**config.mk**
```make
export PLATFORM = sky130hd
export DESIGN_NAME = mct_timer
export DESIGN_NICKNAME = d
export VERILOG_FILES = /design/src/mct_pkg.sv /design/src/mct_edge.sv /design/src/mct_timer.sv
export SDC_FILE = /design/constraint.sdc
export NUM_CORES = 1
export LEC_CHECK = 0
export BUFFER_PORTS_ARGS = -buffer_cell sky130_fd_sc_hd__buf_2
export CAP_MARGIN = 20
export CORE_AREA = 3 3 162 283
export DETAILED_ROUTE_END_ITERATION = 10
export DIE_AREA = 0 0 165 286
export SYNTH_ARGS = -nofsm -noshare
export SYNTH_HDL_FRONTEND = slang
export SYNTH_SLANG_ARGS = --single-unit
```
**constraint.sdc**
```tcl
create_clock -name aclk -period 2.5 [get_ports aclk]
set_clock_uncertainty 0.05 [all_clocks]
set_input_delay 0.375 -clock aclk [delete_from_list [all_inputs] [get_ports aclk]]
set_output_delay 0.375 -clock aclk [all_outputs]
set_load 0.01 [all_outputs]
```
**src/mct_pkg.sv**
```systemverilog
package mct_pkg;

  // ==========================================================
  // Bus geometry
  localparam int ADDR_W    = 8;
  localparam int DATA_W    = 32;
  localparam int STRB_W    = DATA_W / 8;
  localparam int WORD_LSB  = 2;
  localparam int MATCH_LSB = 4;

  // ==========================================================
  // Register offsets
  localparam logic [ADDR_W-1:0] OFF_CTRL     = 8'h00;
  localparam logic [ADDR_W-1:0] OFF_COUNT    = 8'h04;
  localparam logic [ADDR_W-1:0] OFF_PRESCALE = 8'h08;
  localparam logic [ADDR_W-1:0] OFF_PCOUNT   = 8'h0c;
  localparam logic [ADDR_W-1:0] OFF_MCTL     = 8'h10;
  localparam logic [ADDR_W-1:0] OFF_CAPC     = 8'h14;
  localparam logic [ADDR_W-1:0] OFF_CAPTURE  = 8'h18;
  localparam logic [ADDR_W-1:0] OFF_FLAGS    = 8'h1c;
  localparam logic [ADDR_W-1:0] OFF_EXT      = 8'h20;
  localparam logic [ADDR_W-1:0] OFF_MATCH0   = 8'h30;

  // ==========================================================
  // Field layouts
  localparam int NUM_MATCH   = 4;
  localparam int CTRL_W      = 5;
  localparam int CTRL_EN     = 0;
  localparam int CTRL_RST    = 1;
  localparam int CTRL_MODE   = 2;
  localparam int CTRL_RISE   = 3;
  localparam int CTRL_FALL   = 4;
  localparam int MCTL_STRIDE = 3;
  localparam int MCTL_W      = NUM_MATCH * MCTL_STRIDE;
  localparam int MCTL_INT    = 0;
  localparam int MCTL_RST    = 1;
  localparam int MCTL_STOP   = 2;
  localparam int CAPC_W      = 3;
  localparam int CAPC_RISE   = 0;
  localparam int CAPC_FALL   = 1;
  localparam int CAPC_INT    = 2;
  localparam int FLAG_W      = NUM_MATCH + 1;
  localparam int FLAG_CAP    = NUM_MATCH;
  localparam int ACT_W       = 2;
  localparam int EXT_ACT_LSB = NUM_MATCH;
  localparam int EXT_W       = NUM_MATCH + NUM_MATCH * ACT_W;

  // ==========================================================
  // Match output actions and bus responses
  localparam logic [ACT_W-1:0] ACT_NONE   = 2'h0;
  localparam logic [ACT_W-1:0] ACT_LOW    = 2'h1;
  localparam logic [ACT_W-1:0] ACT_HIGH   = 2'h2;
  localparam logic [ACT_W-1:0] ACT_TOGGLE = 2'h3;
  localparam logic [1:0]       RESP_OKAY   = 2'h0;
  localparam logic [1:0]       RESP_SLVERR = 2'h2;

endpackage

```
**src/mct_edge.sv**
```systemverilog
`timescale 1ns/100ps
`default_nettype none

// ==========================================================
// Edge detector for a synchronous input
module mct_edge (
  // Clock and reset
  input  wire logic aclk,
  input  wire logic aresetn,
  // Level in, pulses out
  input  wire logic sig_in,
  output logic      rise,
  output logic      fall
);

  logic prev_q;

  // Previous level resets low, so a high input counts as a rise
  always_ff @(posedge aclk) begin
    if (!aresetn) begin
      prev_q <= 1'b0;
    end else begin
      prev_q <= sig_in;
    end
  end

  assign rise = sig_in & ~prev_q;
  assign fall = ~sig_in & prev_q;

endmodule

`default_nettype wire

```
**src/mct_timer.sv**
```systemverilog
// The address map and the AXI4-Lite register port were decided locally.
`timescale 1ns/100ps
`default_nettype none

// Summary of operation
// - In timer mode the count advances from cycles of the system clock.
// - The counter width is a parameter, 32 bits by default.
// - A prescaler as wide as the counter divides the count clock before the main counter.
// - A mode bit selects timer counting or counting of edges on the count input.
// - Four match values are compared with the running count.
// - A match may let the count run on, optionally raising an interrupt flag.
// - A match may stop the count at the match value, optionally raising a flag.
// - A match may clear the count to zero, optionally raising a flag, for periodic use.
// - One capture channel copies the count into a holding register on an input transition.
// - When enabled, a capture also raises an interrupt flag.
// - Four match outputs go low, go high, toggle or stay on their match.
// - All flags are ORed onto one interrupt line and stay readable one by one.
module mct_timer
  import mct_pkg::*;
#(
  parameter int CNT_W = 32
) (
  // Clock and reset
  input  wire logic              aclk,
  input  wire logic              aresetn,
  // AXI4-Lite write channels
  input  wire logic [ADDR_W-1:0] awaddr,
  input  wire logic              awvalid,
  output logic                   awready,
  input  wire logic [DATA_W-1:0] wdata,
  input  wire logic [STRB_W-1:0] wstrb,
  input  wire logic              wvalid,
  output logic                   wready,
  output logic [1:0]             bresp,
  output logic                   bvalid,
  input  wire logic              bready,
  // AXI4-Lite read channels
  input  wire logic [ADDR_W-1:0] araddr,
  input  wire logic              arvalid,
  output logic                   arready,
  output logic [DATA_W-1:0]      rdata,
  output logic [1:0]             rresp,
  output logic                   rvalid,
  input  wire logic              rready,
  // Pins
  input  wire logic              count_in,
  input  wire logic              cap_in,
  output logic [NUM_MATCH-1:0]   match_out,
  output logic                   irq
);

  // ==========================================================
  // Decode helpers
  function automatic logic at(input logic [ADDR_W-1:0] a, input logic [ADDR_W-1:0] off);
    return a[ADDR_W-1:WORD_LSB] == off[ADDR_W-1:WORD_LSB];
  endfunction

  function automatic logic is_match(input logic [ADDR_W-1:0] a);
    return a[ADDR_W-1:MATCH_LSB] == OFF_MATCH0[ADDR_W-1:MATCH_LSB];
  endfunction

  function automatic logic mapped(input logic [ADDR_W-1:0] a);
    return at(a, OFF_CTRL) | at(a, OFF_COUNT) | at(a, OFF_PRESCALE) | at(a, OFF_PCOUNT)
         | at(a, OFF_MCTL) | at(a, OFF_CAPC) | at(a, OFF_CAPTURE) | at(a, OFF_FLAGS)
         | at(a, OFF_EXT) | is_match(a);
  endfunction

  function automatic logic [DATA_W-1:0] wmerge(input logic [DATA_W-1:0] old,
                                               input logic [DATA_W-1:0] nw,
                                               input logic [STRB_W-1:0] strb);
    logic [DATA_W-1:0] r;
    r = old;
    for (int b = 0; b < STRB_W; b++) begin
      if (strb[b]) r[b*8 +: 8] = nw[b*8 +: 8];
    end
    return r;
  endfunction

  function automatic logic act_out(input logic [ACT_W-1:0] code, input logic cur);
    case (code)
      ACT_LOW:    return 1'b0;
      ACT_HIGH:   return 1'b1;
      ACT_TOGGLE: return ~cur;
      default:    return cur;
    endcase
  endfunction

  // ==========================================================
  // Bus slave
  logic                  aw_held_q, w_held_q, bvalid_q, rvalid_q;
  logic [ADDR_W-1:0]     waddr_q;
  logic [DATA_W-1:0]     wdata_q, rdata_q, rd_word;
  logic [STRB_W-1:0]     wstrb_q;
  logic [1:0]            bresp_q, rresp_q;
  logic                  do_wr, rd_take;
  logic [DATA_W-1:0]     wr_mask;

  assign awready = ~aw_held_q;
  assign wready  = ~w_held_q;
  assign arready = ~rvalid_q;
  assign bvalid  = bvalid_q;
  assign bresp   = bresp_q;
  assign rvalid  = rvalid_q;
  assign rdata   = rdata_q;
  assign rresp   = rresp_q;
  assign do_wr   = aw_held_q & w_held_q & ~bvalid_q;
  assign rd_take = arvalid & ~rvalid_q;
  assign wr_mask = wmerge('0, wdata_q, wstrb_q);

  always_ff @(posedge aclk) begin
    if (!aresetn) begin
      aw_held_q <= 1'b0;
      w_held_q  <= 1'b0;
      bvalid_q  <= 1'b0;
      bresp_q   <= RESP_OKAY;
      rvalid_q  <= 1'b0;
      rresp_q   <= RESP_OKAY;
      rdata_q   <= '0;
      waddr_q   <= '0;
      wdata_q   <= '0;
      wstrb_q   <= '0;
    end else begin
      if (awvalid && !aw_held_q) begin
        aw_held_q <= 1'b1;
        waddr_q   <= awaddr;
      end
      if (wvalid && !w_held_q) begin
        w_held_q <= 1'b1;
        wdata_q  <= wdata;
        wstrb_q  <= wstrb;
      end
      if (do_wr) begin
        aw_held_q <= 1'b0;
        w_held_q  <= 1'b0;
        bvalid_q  <= 1'b1;
        bresp_q   <= mapped(waddr_q) ? RESP_OKAY : RESP_SLVERR;
      end else if (bready) begin
        bvalid_q <= 1'b0;
      end
      if (rd_take) begin
        rvalid_q <= 1'b1;
        rdata_q  <= rd_word;
        rresp_q  <= mapped(araddr) ? RESP_OKAY : RESP_SLVERR;
      end else if (rready) begin
        rvalid_q <= 1'b0;
      end
    end
  end

  // ==========================================================
  // Register state
  logic [CTRL_W-1:0]    ctrl_q, ctrl_d;
  logic [CNT_W-1:0]     tc_q, tc_d, pc_q, pc_d, pr_q, pr_d, cr_q, cr_d;
  logic [CNT_W-1:0]     mr_q [NUM_MATCH];
  logic [CNT_W-1:0]     mr_d [NUM_MATCH];
  logic [MCTL_W-1:0]    mctl_q, mctl_d;
  logic [CAPC_W-1:0]    capc_q, capc_d;
  logic [FLAG_W-1:0]    flag_q, flag_d, flag_set, flag_clr;
  logic [EXT_W-1:0]     ext_q, ext_d;

  logic wr_ctrl, wr_tc, wr_pr, wr_pc, wr_mctl, wr_capc, wr_flag, wr_ext, wr_mr;
  logic [MATCH_LSB-WORD_LSB-1:0] widx, ridx;

  assign wr_ctrl = do_wr & at(waddr_q, OFF_CTRL);
  assign wr_tc   = do_wr & at(waddr_q, OFF_COUNT);
  assign wr_pr   = do_wr & at(waddr_q, OFF_PRESCALE);
  assign wr_pc   = do_wr & at(waddr_q, OFF_PCOUNT);
  assign wr_mctl = do_wr & at(waddr_q, OFF_MCTL);
  assign wr_capc = do_wr & at(waddr_q, OFF_CAPC);
  assign wr_flag = do_wr & at(waddr_q, OFF_FLAGS);
  assign wr_ext  = do_wr & at(waddr_q, OFF_EXT);
  assign wr_mr   = do_wr & is_match(waddr_q);
  assign widx    = waddr_q[MATCH_LSB-1:WORD_LSB];
  assign ridx    = araddr[MATCH_LSB-1:WORD_LSB];

  // ==========================================================
  // Counting path
  logic cnt_rise, cnt_fall, cap_rise, cap_fall;
  logic cnt_edge, tick, pc_wrap, crst, any_rst, any_stop, cap_ev;
  logic [NUM_MATCH-1:0] hit, int_en, rst_en, stop_en, tog;

  mct_edge u_cnt_edge (
    .aclk    (aclk),
    .aresetn (aresetn),
    .sig_in  (count_in),
    .rise    (cnt_rise),
    .fall    (cnt_fall)
  );

  mct_edge u_cap_edge (
    .aclk    (aclk),
    .aresetn (aresetn),
    .sig_in  (cap_in),
    .rise    (cap_rise),
    .fall    (cap_fall)
  );

  assign crst     = ctrl_q[CTRL_RST];
  assign cnt_edge = (ctrl_q[CTRL_RISE] & cnt_rise) | (ctrl_q[CTRL_FALL] & cnt_fall);
  assign tick     = ctrl_q[CTRL_EN] & ~crst & (ctrl_q[CTRL_MODE] ? cnt_edge : 1'b1);
  assign pc_wrap  = tick & (pc_q == pr_q);
  assign cap_ev   = (capc_q[CAPC_RISE] & cap_rise) | (capc_q[CAPC_FALL] & cap_fall);

  for (genvar g = 0; g < NUM_MATCH; g++) begin : g_match
    assign hit[g]     = pc_wrap & (tc_q == mr_q[g]);
    assign int_en[g]  = mctl_q[g*MCTL_STRIDE + MCTL_INT];
    assign rst_en[g]  = mctl_q[g*MCTL_STRIDE + MCTL_RST];
    assign stop_en[g] = mctl_q[g*MCTL_STRIDE + MCTL_STOP];
    assign tog[g]     = hit[g] & (ext_q[EXT_ACT_LSB + g*ACT_W +: ACT_W] == ACT_TOGGLE);
  end

  // Reset beats stop on the count when both are armed on one match; stop still clears the enable
  assign any_rst  = |(hit & rst_en);
  assign any_stop = |(hit & stop_en);
  assign flag_set = {cap_ev & capc_q[CAPC_INT], hit & int_en};
  assign flag_clr = wr_flag ? FLAG_W'(wr_mask) : '0;

  always_comb begin
    ctrl_d = ctrl_q;
    tc_d   = tc_q;
    pc_d   = pc_q;
    pr_d   = pr_q;
    cr_d   = cr_q;
    mctl_d = mctl_q;
    capc_d = capc_q;
    ext_d  = ext_q;
    mr_d   = mr_q;
    if (wr_ctrl) ctrl_d = CTRL_W'(wmerge(DATA_W'(ctrl_q), wdata_q, wstrb_q));
    else if (any_stop) ctrl_d[CTRL_EN] = 1'b0;
    if (wr_tc) tc_d = CNT_W'(wmerge(DATA_W'(tc_q), wdata_q, wstrb_q));
    else if (crst || any_rst) tc_d = '0;
    else if (pc_wrap && !any_stop) tc_d = tc_q + CNT_W'(1);
    if (wr_pc) pc_d = CNT_W'(wmerge(DATA_W'(pc_q), wdata_q, wstrb_q));
    else if (crst || pc_wrap) pc_d = '0;
    else if (tick) pc_d = pc_q + CNT_W'(1);
    if (wr_pr) pr_d = CNT_W'(wmerge(DATA_W'(pr_q), wdata_q, wstrb_q));
    if (wr_mctl) mctl_d = MCTL_W'(wmerge(DATA_W'(mctl_q), wdata_q, wstrb_q));
    if (wr_capc) capc_d = CAPC_W'(wmerge(DATA_W'(capc_q), wdata_q, wstrb_q));
    if (cap_ev) cr_d = tc_q;
    if (wr_ext) ext_d = EXT_W'(wmerge(DATA_W'(ext_q), wdata_q, wstrb_q));
    // A match landing with a software write still acts on the pin
    for (int i = 0; i < NUM_MATCH; i++) begin
      if (wr_mr && widx == i[MATCH_LSB-WORD_LSB-1:0]) begin
        mr_d[i] = CNT_W'(wmerge(DATA_W'(mr_q[i]), wdata_q, wstrb_q));
      end
      if (hit[i]) ext_d[i] = act_out(ext_q[EXT_ACT_LSB + i*ACT_W +: ACT_W], ext_q[i]);
    end
  end

  // Set wins over a clear landing in the same cycle
  assign flag_d = (flag_q & ~flag_clr) | flag_set;

  always_ff @(posedge aclk) begin
    if (!aresetn) begin
      ctrl_q <= '0;
      tc_q   <= '0;
      pc_q   <= '0;
      pr_q   <= '0;
      cr_q   <= '0;
      mctl_q <= '0;
      capc_q <= '0;
      flag_q <= '0;
      ext_q  <= '0;
      mr_q   <= '{default: '0};
    end else begin
      ctrl_q <= ctrl_d;
      tc_q   <= tc_d;
      pc_q   <= pc_d;
      pr_q   <= pr_d;
      cr_q   <= cr_d;
      mctl_q <= mctl_d;
      capc_q <= capc_d;
      flag_q <= flag_d;
      ext_q  <= ext_d;
      mr_q   <= mr_d;
    end
  end

  assign match_out = ext_q[NUM_MATCH-1:0];
  assign irq       = |flag_q;

  // ==========================================================
  // Read decode
  always_comb begin
    if (at(araddr, OFF_CTRL)) rd_word = DATA_W'(ctrl_q);
    else if (at(araddr, OFF_COUNT)) rd_word = DATA_W'(tc_q);
    else if (at(araddr, OFF_PRESCALE)) rd_word = DATA_W'(pr_q);
    else if (at(araddr, OFF_PCOUNT)) rd_word = DATA_W'(pc_q);
    else if (at(araddr, OFF_MCTL)) rd_word = DATA_W'(mctl_q);
    else if (at(araddr, OFF_CAPC)) rd_word = DATA_W'(capc_q);
    else if (at(araddr, OFF_CAPTURE)) rd_word = DATA_W'(cr_q);
    else if (at(araddr, OFF_FLAGS)) rd_word = DATA_W'(flag_q);
    else if (at(araddr, OFF_EXT)) rd_word = DATA_W'(ext_q);
    else if (is_match(araddr)) rd_word = DATA_W'(mr_q[ridx]);
    else rd_word = '0;
  end
endmodule

`default_nettype wire

```
# After elaboration in Yosys (flattened, before gate mapping)
# Cells that the tools add are included.
# classes
mux	45
order_cmp	1
add_sub_neg	2
bitwise_logic	69
eq_ne	51
reduce_logical	71
# op_table
cell	n
$mux 32	18
$eq 32x32->1	5
$reduce_and 2->1	35
$add 32x1->32 const B	2
$bmux 32 s2	1
$eq 6x3->1 const B	8
$mux 8	4
$and 1x1->1	28
$eq 6x2->1 const B	4
$reduce_bool 2->1	11
$eq 2x2->1 const B	10
$or 1x1->1	20
$ne 2x2->1 const B	9
$ne 4x1->1 const B	4
$not 1->1	14
$and 4x4->4	3
$eq 6x1->1 const B	2
$eq 6x4->1 const B	2
$logic_not 6->1	2
$mux 1	12
$pmux 1 s3	4
$reduce_and 3->1	4
$eq 2x1->1 const B	5
$mux 5	2
16 further kinds	30
# totals
output_inout_bits	46
regBits	379
inputBits	61
word_cells	292

# Longest topological paths before layout
# Gate-level depths: netlist of the first run.
# logic_depth
depth_word	15
depth_mapped	12
mapped_depth_nobuf	10

# By module
# From an unflattened synthesis of the first run, not the netlist that was laid out.
# unflattened
cells_unflattened	2484
hier_area_um2	19799.0
# modules_own_cells
mod	cells_each	area_per_inst_um2	instances	seq_area_each_um2
mct_timer	2476	19721.4	1	7467.2
mct_edge	4	38.8	2	20.0

# Least setup slack after synthesis of the first run
# No wires, ideal clock.
# synth_timing
path_kind	reg2reg
from	register pc_q[5]
to	register pc_q[31]
path_stages_with_launch	9
t_required_ns	2.319
path_slack_ns	0.044
arrival_ns	2.275
n_path_buf	1
cell_sequence	dfxtp_1 -> buf_2 -> and4_1 -> nand4_2 -> or3_4 -> or4_1 -> xnor2_1 -> a221oi_1 -> nor3_2
# synth_between
elab_chain_cells	5
elab_cells_between_ends	9
cone_classes	add/sub: 1; eq/ne: 1; mux: 3; bitwise: 1; reduce/logical: 3
# synth_lines
element	line	rtl
from (decl)	mct_timer.sv:153	logic [CNT_W-1:0] tc_q, tc_d, pc_q, pc_d, pr_q, pr_d, cr_q, cr_d;
from (signal assigned)	mct_timer.sv:268	pc_q <= pc_d;
parallel branches: the longest is 5 deep, another holds $add 32x1->32	n/a	
# Several ways; the timed one is not identified. The select of a mux whose other input is x is not followed.
# A chain may end at the register's enable or synchronous reset.

# Worst setup path in the final report of the first run
# layout_timing
from	register tc_q[24]
to	register tc_q[17]
# layout_between
elab_chain_cells	8
elab_cells_between_ends	19
cone_classes	eq/ne: 4; mux: 2; bitwise: 6; reduce/logical: 7
# layout_lines
element	line	rtl
from (decl)	mct_timer.sv:153	
from (signal assigned)	mct_timer.sv:267	tc_q <= tc_d;
$eq 32x32->1	mct_timer.sv:205	assign hit[g] = pc_wrap & (tc_q == mr_q[g]);
$and 1x1->1	mct_timer.sv:205	
$and 4x4->4	mct_timer.sv:214	assign any_stop = |(hit & stop_en);
$reduce_or 4->1	mct_timer.sv:214	
$logic_not 1->1	mct_timer.sv:232	else if (pc_wrap && !any_stop) tc_d = tc_q + CNT_W'(1);
$logic_and 1x1->1	mct_timer.sv:232	
$reduce_bool 3->1 (no source line)	n/a	
$reduce_and 2->1 (no source line)	n/a	
# Parallel ways exist; a longest one is shown, timed or not.

==> flow_summary.json, run 1 <==
{
  "ant_nets": 0,
  "pin_count": 107,
  "place_congestion": 1.07,
  "yosys-top-cells-area": "dfxtp_1, a21oi_1, nand2_1",
  "dieArea_sq_mm": 0.0472,
  "stdcell_area_sq_mm": 0.0260,
  "multi_input_area_sq_mm": 0.0120,
  "dieWidth_microns": 165,
  "drive_above_1_share": 0.308,
  "antenna_found_initial": 0,
  "start_util": 0.446,
  "hold_viol": 0,
  "power.switching_mw": 3.32,
  "maxCapViolCount": 0,
  "tightestPinTransition_ns": 0.804,
  "synth_edf_count": 0,
  "grt_first_pass_wirelength_microns": 122000,
  "power_frac_comb": 0.063,
  "num_vias": 20319,
  "fillers": 3894,
  "synth_most_common_cell": "nand2_1",
  "synth.largest_area_cell": "dfxtp_1",
  "critical_path.max_fanout": 9,
  "yosys_most_used_dff": "dfxtp_1",
  "drc": 0,
  "io_buffers": 100,
  "worstHoldStart": "wdata[3]",
  "clock_latency_ns": 0.55,
  "first_iter_violations": 1816,
  "worst_ep_required_time_ns": 2.92,
  "final_nets": 2846,
  "total_power_mw": 13.4,
  "synth_cells": 2436,
  "ir_worst_vdd_mv": 0.576,
  "max_freq_ghz": 0.365,
  "p_int_mw": 10.1,
  "clkTransAtPathRegs_ns": 0.07,
  "final_cells": 3381,
  "seqCellArea_sq_mm": 0.00760,
  "grt_pass1_vias": 19777,
  "worst_setup_path_start_kind": "flop",
  "grt.overflow.total": 0,
  "ys_ff_latch": 375,
  "root_buffer": "clkbuf_16",
  "syn_area_per_cell_sq_um": 8.07,
  "grt_setup_unrepaired": "true",
  "status": "complete, but fails checks",
  "async_reset_ff_frac": 0,
  "routed_wl_microns": 83600,
  "cts.path.max_buffers": 3,
  "worstPathArrival_ns": 3.17,
  "yosys_warnings": 0,
  "holdWs_ns": 0.00986,
  "setup_violations": 32,
  "cp-startpoint": "tc_q[24]",
  "synth_commonest_cells": "nand2_1, dfxtp_1, a21oi_1",
  "p_seq_frac": 0.464,
  "avgViaCountPerCell": 6.01,
  "setup_slack_ns": -0.243,
  "violations": "setup timing",
  "ys_types": 74,
  "clockPowerShare": 0.473,
  "numCtsBuffers": 38,
  "hp-class": "in -> reg",
  "coreArea_sq_mm": 0.0440,
  "syn-cell-area_sq_mm": 0.0197,
  "wl_per_cell_microns": 24.7,
  "leakagePower_nw": 10.7,
  "placed_area_sq_mm": 0.0231,
  "dp_cells": 3280,
  "grt.total_usage": 0.345,
  "finalMaxSlewViolations": 0,
  "min_period_ns": 2.74,
  "clkSinkCount": 375,
  "hpwl_microns": 62300,
  "grt_max_degree": 58,
  "setup-tns-final_ns": -5.56,
  "path_class": "reg -> reg",
  "ys_seq_area_frac": 0.382,
  "end_kind": "flop",
  "cts_tree": "yes",
  "htree_levels": 2,
  "antenna_cells": 0,
  "synth_top_cell_area_share": 0.382,
  "power.density_mw_per_mm2": 516,
  "firstDrtPassIters": 5,
  "post-route-period-util": 1.10,
  "slew_headroom": 0.464,
  "reg2reg_from": "tc_q[24]",
  "syn2layout_area_growth_pct": 32.4,
  "rows": 102,
  "die_h_microns": 286,
  "swShare": 0.247
}
-- timing repair --
action | 4_1_cts | 5_1_grt
gates resized for setup | 162 | 140
gates cloned | 2 | 1
hold endpoints to repair | 5 | 0
setup endpoints to repair | 67 | 123
pin swaps | 33 | 70
buffers inserted | 16 | 17
hold buffers | 5 | 0
-- path summary, 6_finish.rpt --
check,slack [ns],end,cells after the start
max,-0.24,tc_q[17],11
min,0.01,wdata_q[3],3
max reg2reg,-0.24,tc_q[17],11
min reg2reg,0.40,cr_q[0],2
-- critical path: stages (launching register included) --
cell and delay (ns):
dfxtp_2 0.42, xor2_1 0.37, nor4_4 0.10, nand4_1 0.21
nor2_2 0.10, a22o_4 0.27, a211oi_4 0.34, buf_6 0.16
nand2_4 0.06, buf_12 0.15, o31a_1 0.29, o22ai_1 0.14
-- cell usage in the layout (no fill, tap or decap), types with 34 or more instances in the layout --
| cell | Yosys | routed |
|---|---|---|
| a21oi_1 | 310 | 300 |
| xor2_1 | 133 | 103 |
| nand2_1 | 409 | 399 |
| xnor2_1 | 46 | 41 |
| a221oi_1 | 42 | 37 |
| buf_2 | 25 | 100 |
| clkbuf_16 | 0 | 40 |
| nand3_1 | 157 | 154 |
| o21ai_0 | 43 | 34 |
| dfxtp_1 | 375 | 328 |
| mux2i_1 | 70 | 70 |
| nor2_1 | 197 | 182 |
| buf_4 | 38 | 375 |
-- layer usage --
| layer | global-route usage | vias to the layer above | share of wire | routed length, microns |
|---|---|---|---|---|
| li1 | - | 9192 | - | - |
| met1 | 0.367 | 9741 | 0.34 | 28500 |
| met2 | 0.581 | 999 | 0.49 | 40600 |
| met3 | 0.0478 | 387 | 0.060 | 5020 |
| met4 | 0.307 | 0 | 0.11 | 9450 |
| met5 | 0 | - | 0 | 0 |
-- power groups by stage --
| stage | Clock (mW) | Combinational (mW) | Sequential (mW) |
|---|---|---|---|
| 4_1_cts | 6.41 | 0.816 | 6.22 |
| 2_1_floorplan | 0 | 0.493 | 6.20 |
| 3_5_place_dp | 0 | 0.767 | 6.36 |
| 5_1_grt | 6.62 | 0.898 | 6.22 |
| 6_report | 6.35 | 0.844 | 6.23 |
| 3_3_place_gp | 0 | 0.759 | 6.36 |
-- flip-flops by register name, indices dropped and copies added, names as in the netlist, 3 cells and up --
name     count
capc_q       3
cr_q        32
ctrl_q       5
ext_q       12
flag_q       5
mctl_q      12
mr_q       128
pc_q        32
pr_q        32
rdata       32
tc_q        32
waddr_q      6
wdata_q     32
wstrb_q      4
-- per-stage QoR --
step / utilization / setup slack (ns)
2_1_floorplan: - / 0.0440
3_3_place_gp: 0.524 / -0.627
3_5_place_dp: 0.524 / -0.747
4_1_cts: 0.576 / -0.253
5_1_grt: 0.591 / -0.321
6_report: 0.591 / -0.243
-- area by class of cell --
type                    instances  area share
clock inverters                16     0.00962
flip-flops and latches        375       0.292
well taps                     572      0.0275
repair buffers                536       0.163
inverters                      31     0.00476
clock buffers                  52      0.0429
multi-input cells            1799       0.460
-- cells by family after synthesis --
kind of cell	Yosys count	synth area share
adders and majority gates	4	0.00255
DFF	375	0.382
and+or+nand+nor	926	0.211
AOI/OAI and AO/OA	580	0.184
buffers and inverters	263	0.0646
xor gates and xnor gates	181	0.0814
muxes	106	0.0746
other	1	0.000191
(Power assumes the default switching activity.)
==> inputs of run 2 (changes only) <==
CORE_AREA = 3 3 146 254   (was 3 3 162 283)
DIE_AREA = 0 0 149 257   (was 0 0 165 286)
PLACE_DENSITY = 0.76   (was default)
==> run 2 against run 1 <==
Effect of this change:
- the flow still finishes with violations (setup timing)
- first-iteration DRC count up 21%
- non-clock buffer count grew 32
- clock-buffer cell count did not move
- clock power fell by 12%
- maximum frequency decreased by 3.7%
- final area shrank 0.36%
- sequential cell count unchanged
- largest power group is now sequential cells
- highest routed layer unchanged
- routed wire length shrank 1.6%
- critical endpoint is now tc_q[29]
- hold slack about the same
- critical path type unchanged
- sequential share of layout area barely moved
- combinational power is 0.6% lower
==> flow_summary.json, run 2 (synthesis results as in run 1) <==
{
  "grt.overflow.total": 0,
  "hold_end": "wstrb_q[0]",
  "place_congestion": 1.08,
  "worst_setup_path_start_kind": "flop",
  "total_power_mw": 12.7,
  "post-route-period-util": 1.14,
  "reg2reg_from": "tc_q[3]",
  "end_kind": "flop",
  "leakagePower_nw": 10.8,
  "holdWs_ns": 0.00999,
  "pin_count": 107,
  "wl_per_cell_microns": 24.9,
  "grt_pass1_vias": 20341,
  "final_core_util": 0.734,
  "worst_ep_required_time_ns": 2.91,
  "largest_register_ffs": 128,
  "min_path_cells": 3,
  "layout.cells.most_common": "buf_4",
  "dieWidth_microns": 149,
  "crit_slowest_cell": "dfxtp_2",
  "cp-startpoint": "tc_q[3]",
  "dieArea_sq_mm": 0.0383,
  "setup_slack_ns": -0.349,
  "clkSinkCount": 375,
  "drive_above_1_share": 0.307,
  "syn2layout_area_growth_pct": 31.9,
  "regMostFlops": "mr_q",
  "slowest_delay_ns": 0.34,
  "tightestPinTransition_ns": 0.838,
  "firstDrtPassIters": 6,
  "grt_max_degree": 77,
  "status": "complete, but fails checks",
  "numCtsBuffers": 38,
  "p_int_mw": 9.44,
  "r2r_setup_slack_ns": -0.35,
  "drc": 0,
  "rows": 91,
  "avgViaCountPerCell": 6.34,
  "first_iter_violations": 2198,
  "min_period_ns": 2.85,
  "power.density_mw_per_mm2": 488,
  "swShare": 0.254,
  "clkTransAtPathRegs_ns": 0.07,
  "violations": "setup timing",
  "ant_nets": 0,
  "power_frac_comb": 0.066,
  "grt_setup_unrepaired": "true",
  "grt.total_usage": 0.412,
  "worstPathArrival_ns": 3.26,
  "grt_first_pass_wirelength_microns": 121000,
  "max_freq_ghz": 0.351,
  "final_cell_mix": "buf_4, nand2_1, dfxtp_1",
  "p_seq_frac": 0.491,
  "critical_path.max_fanout": 7,
  "path_class": "reg -> reg",
  "final_nets": 2878,
  "slew_headroom": 0.440,
  "htree_levels": 2,
  "reg2reg_to": "tc_q[29]",
  "clock_latency_ns": 0.55,
  "cpMostUsedCell": "buf_6",
  "die_h_microns": 257,
  "worstHoldStart": "wstrb[0]",
  "path_cells": "buf_6, xor2_1, buf_4, nor4_2, nand4_1, buf_4, nor3_4, a2111oi_4, o2111ai_4, buf_6, a21oi_4, buf_6, o21a_1, o32ai_2",
  "hold_viol": 0,
  "antenna_found_initial": 0,
  "maxCapViolCount": 0,
  "hpwl_microns": 59300,
  "r2r_cells": 14,
  "start_util": 0.557,
  "finalMaxSlewViolations": 0,
  "io_buffers": 100,
  "ir_worst_vdd_mv": 0.556,
  "routed_wl_microns": 82200,
  "root_buffer": "clkbuf_16",
  "power.switching_mw": 3.22,
  "cts_tree": "yes",
  "antenna_cells": 0,
  "setup_violations": 46,
  "clockPowerShare": 0.443,
  "coreArea_sq_mm": 0.0353,
  "num_vias": 20919,
  "cts.path.max_buffers": 3,
  "hp-class": "in -> reg"
}
[run 2: per-stage QoR]
| step | TNS (ns) | std cells | instance area (sq um) | worst slack [ns] |
|---|---|---|---|---|
| 6_report | -7.91 | 3301 | 25900 | -0.349 |
| 5_1_grt | -13.12 | 3301 | 25900 | -0.412 |
| 4_1_cts | -8.35 | 3299 | 25400 | -0.263 |
| 3_5_place_dp | -28.32 | 3210 | 23300 | -0.847 |
| 3_3_place_gp | -24.85 | 3210 | 23300 | -0.800 |
| 2_1_floorplan | 0 | 2437 | 19700 | 0.0440 |
[run 2: critical path, delay by kind of cell (launching register included)]
kind | cells | cell delay, ns
AOI/OAI and AO/OA | 5 | 0.79
xor gates and xnor gates | 1 | 0.15
buffers and inverters | 5 | 0.78
DFF | 1 | 0.34
and+or+nand+nor | 3 | 0.62
[run 2: worst max-delay path by stage]
stage	end	slack [ns]
floorplan	pc_q[31]	0.04
global placement	tc_q[31]	-0.80
detailed placement	tc_q[31]	-0.85
CTS	tc_q[30]	-0.26
global route	tc_q[29]	-0.41
finish	tc_q[29]	-0.35
[run 2: layer usage]
metal / part of all wire / global-route usage / vias up / wire, microns
li1: - / - / 9258 / -
met1: 0.34 / 0.471 / 9990 / 27800
met2: 0.47 / 0.680 / 1276 / 39000
met3: 0.088 / 0.0587 / 395 / 7240
met4: 0.099 / 0.326 / 0 / 8170
met5: 0 / 0 / - / 0
[run 2: layout make-up]
class	instances	area [sq um]
Fill cell	2633	9380
Sequential cell	375	7560
Timing Repair Buffer	568	4550
Tap cell	465	582
Inverter	31	124
Multi-Input combinational cell	1799	11900
Clock buffer	52	1110
Clock inverter	11	61.3
[run 2: timing repair]
action / 4_1_cts / 5_1_grt
gates cloned: 4 / 0
setup buffers: 25 / 15
gates resized for setup: 175 / 113
pin swaps: 70 / 60
endpoints found under the setup margin: 69 / 93
hold buffers: 1 / 0
hold endpoints to repair: 1 / 0
[run 2: power groups by stage]
stage               clock, mW  sequential, mW  combinational, mW
finish                   5.60            6.22              0.839
global route             5.84            6.21              0.886
CTS                      5.61            6.20              0.810
floorplan                   0            6.20              0.493
detailed placement          0            6.34              0.758
global placement            0            6.33              0.741
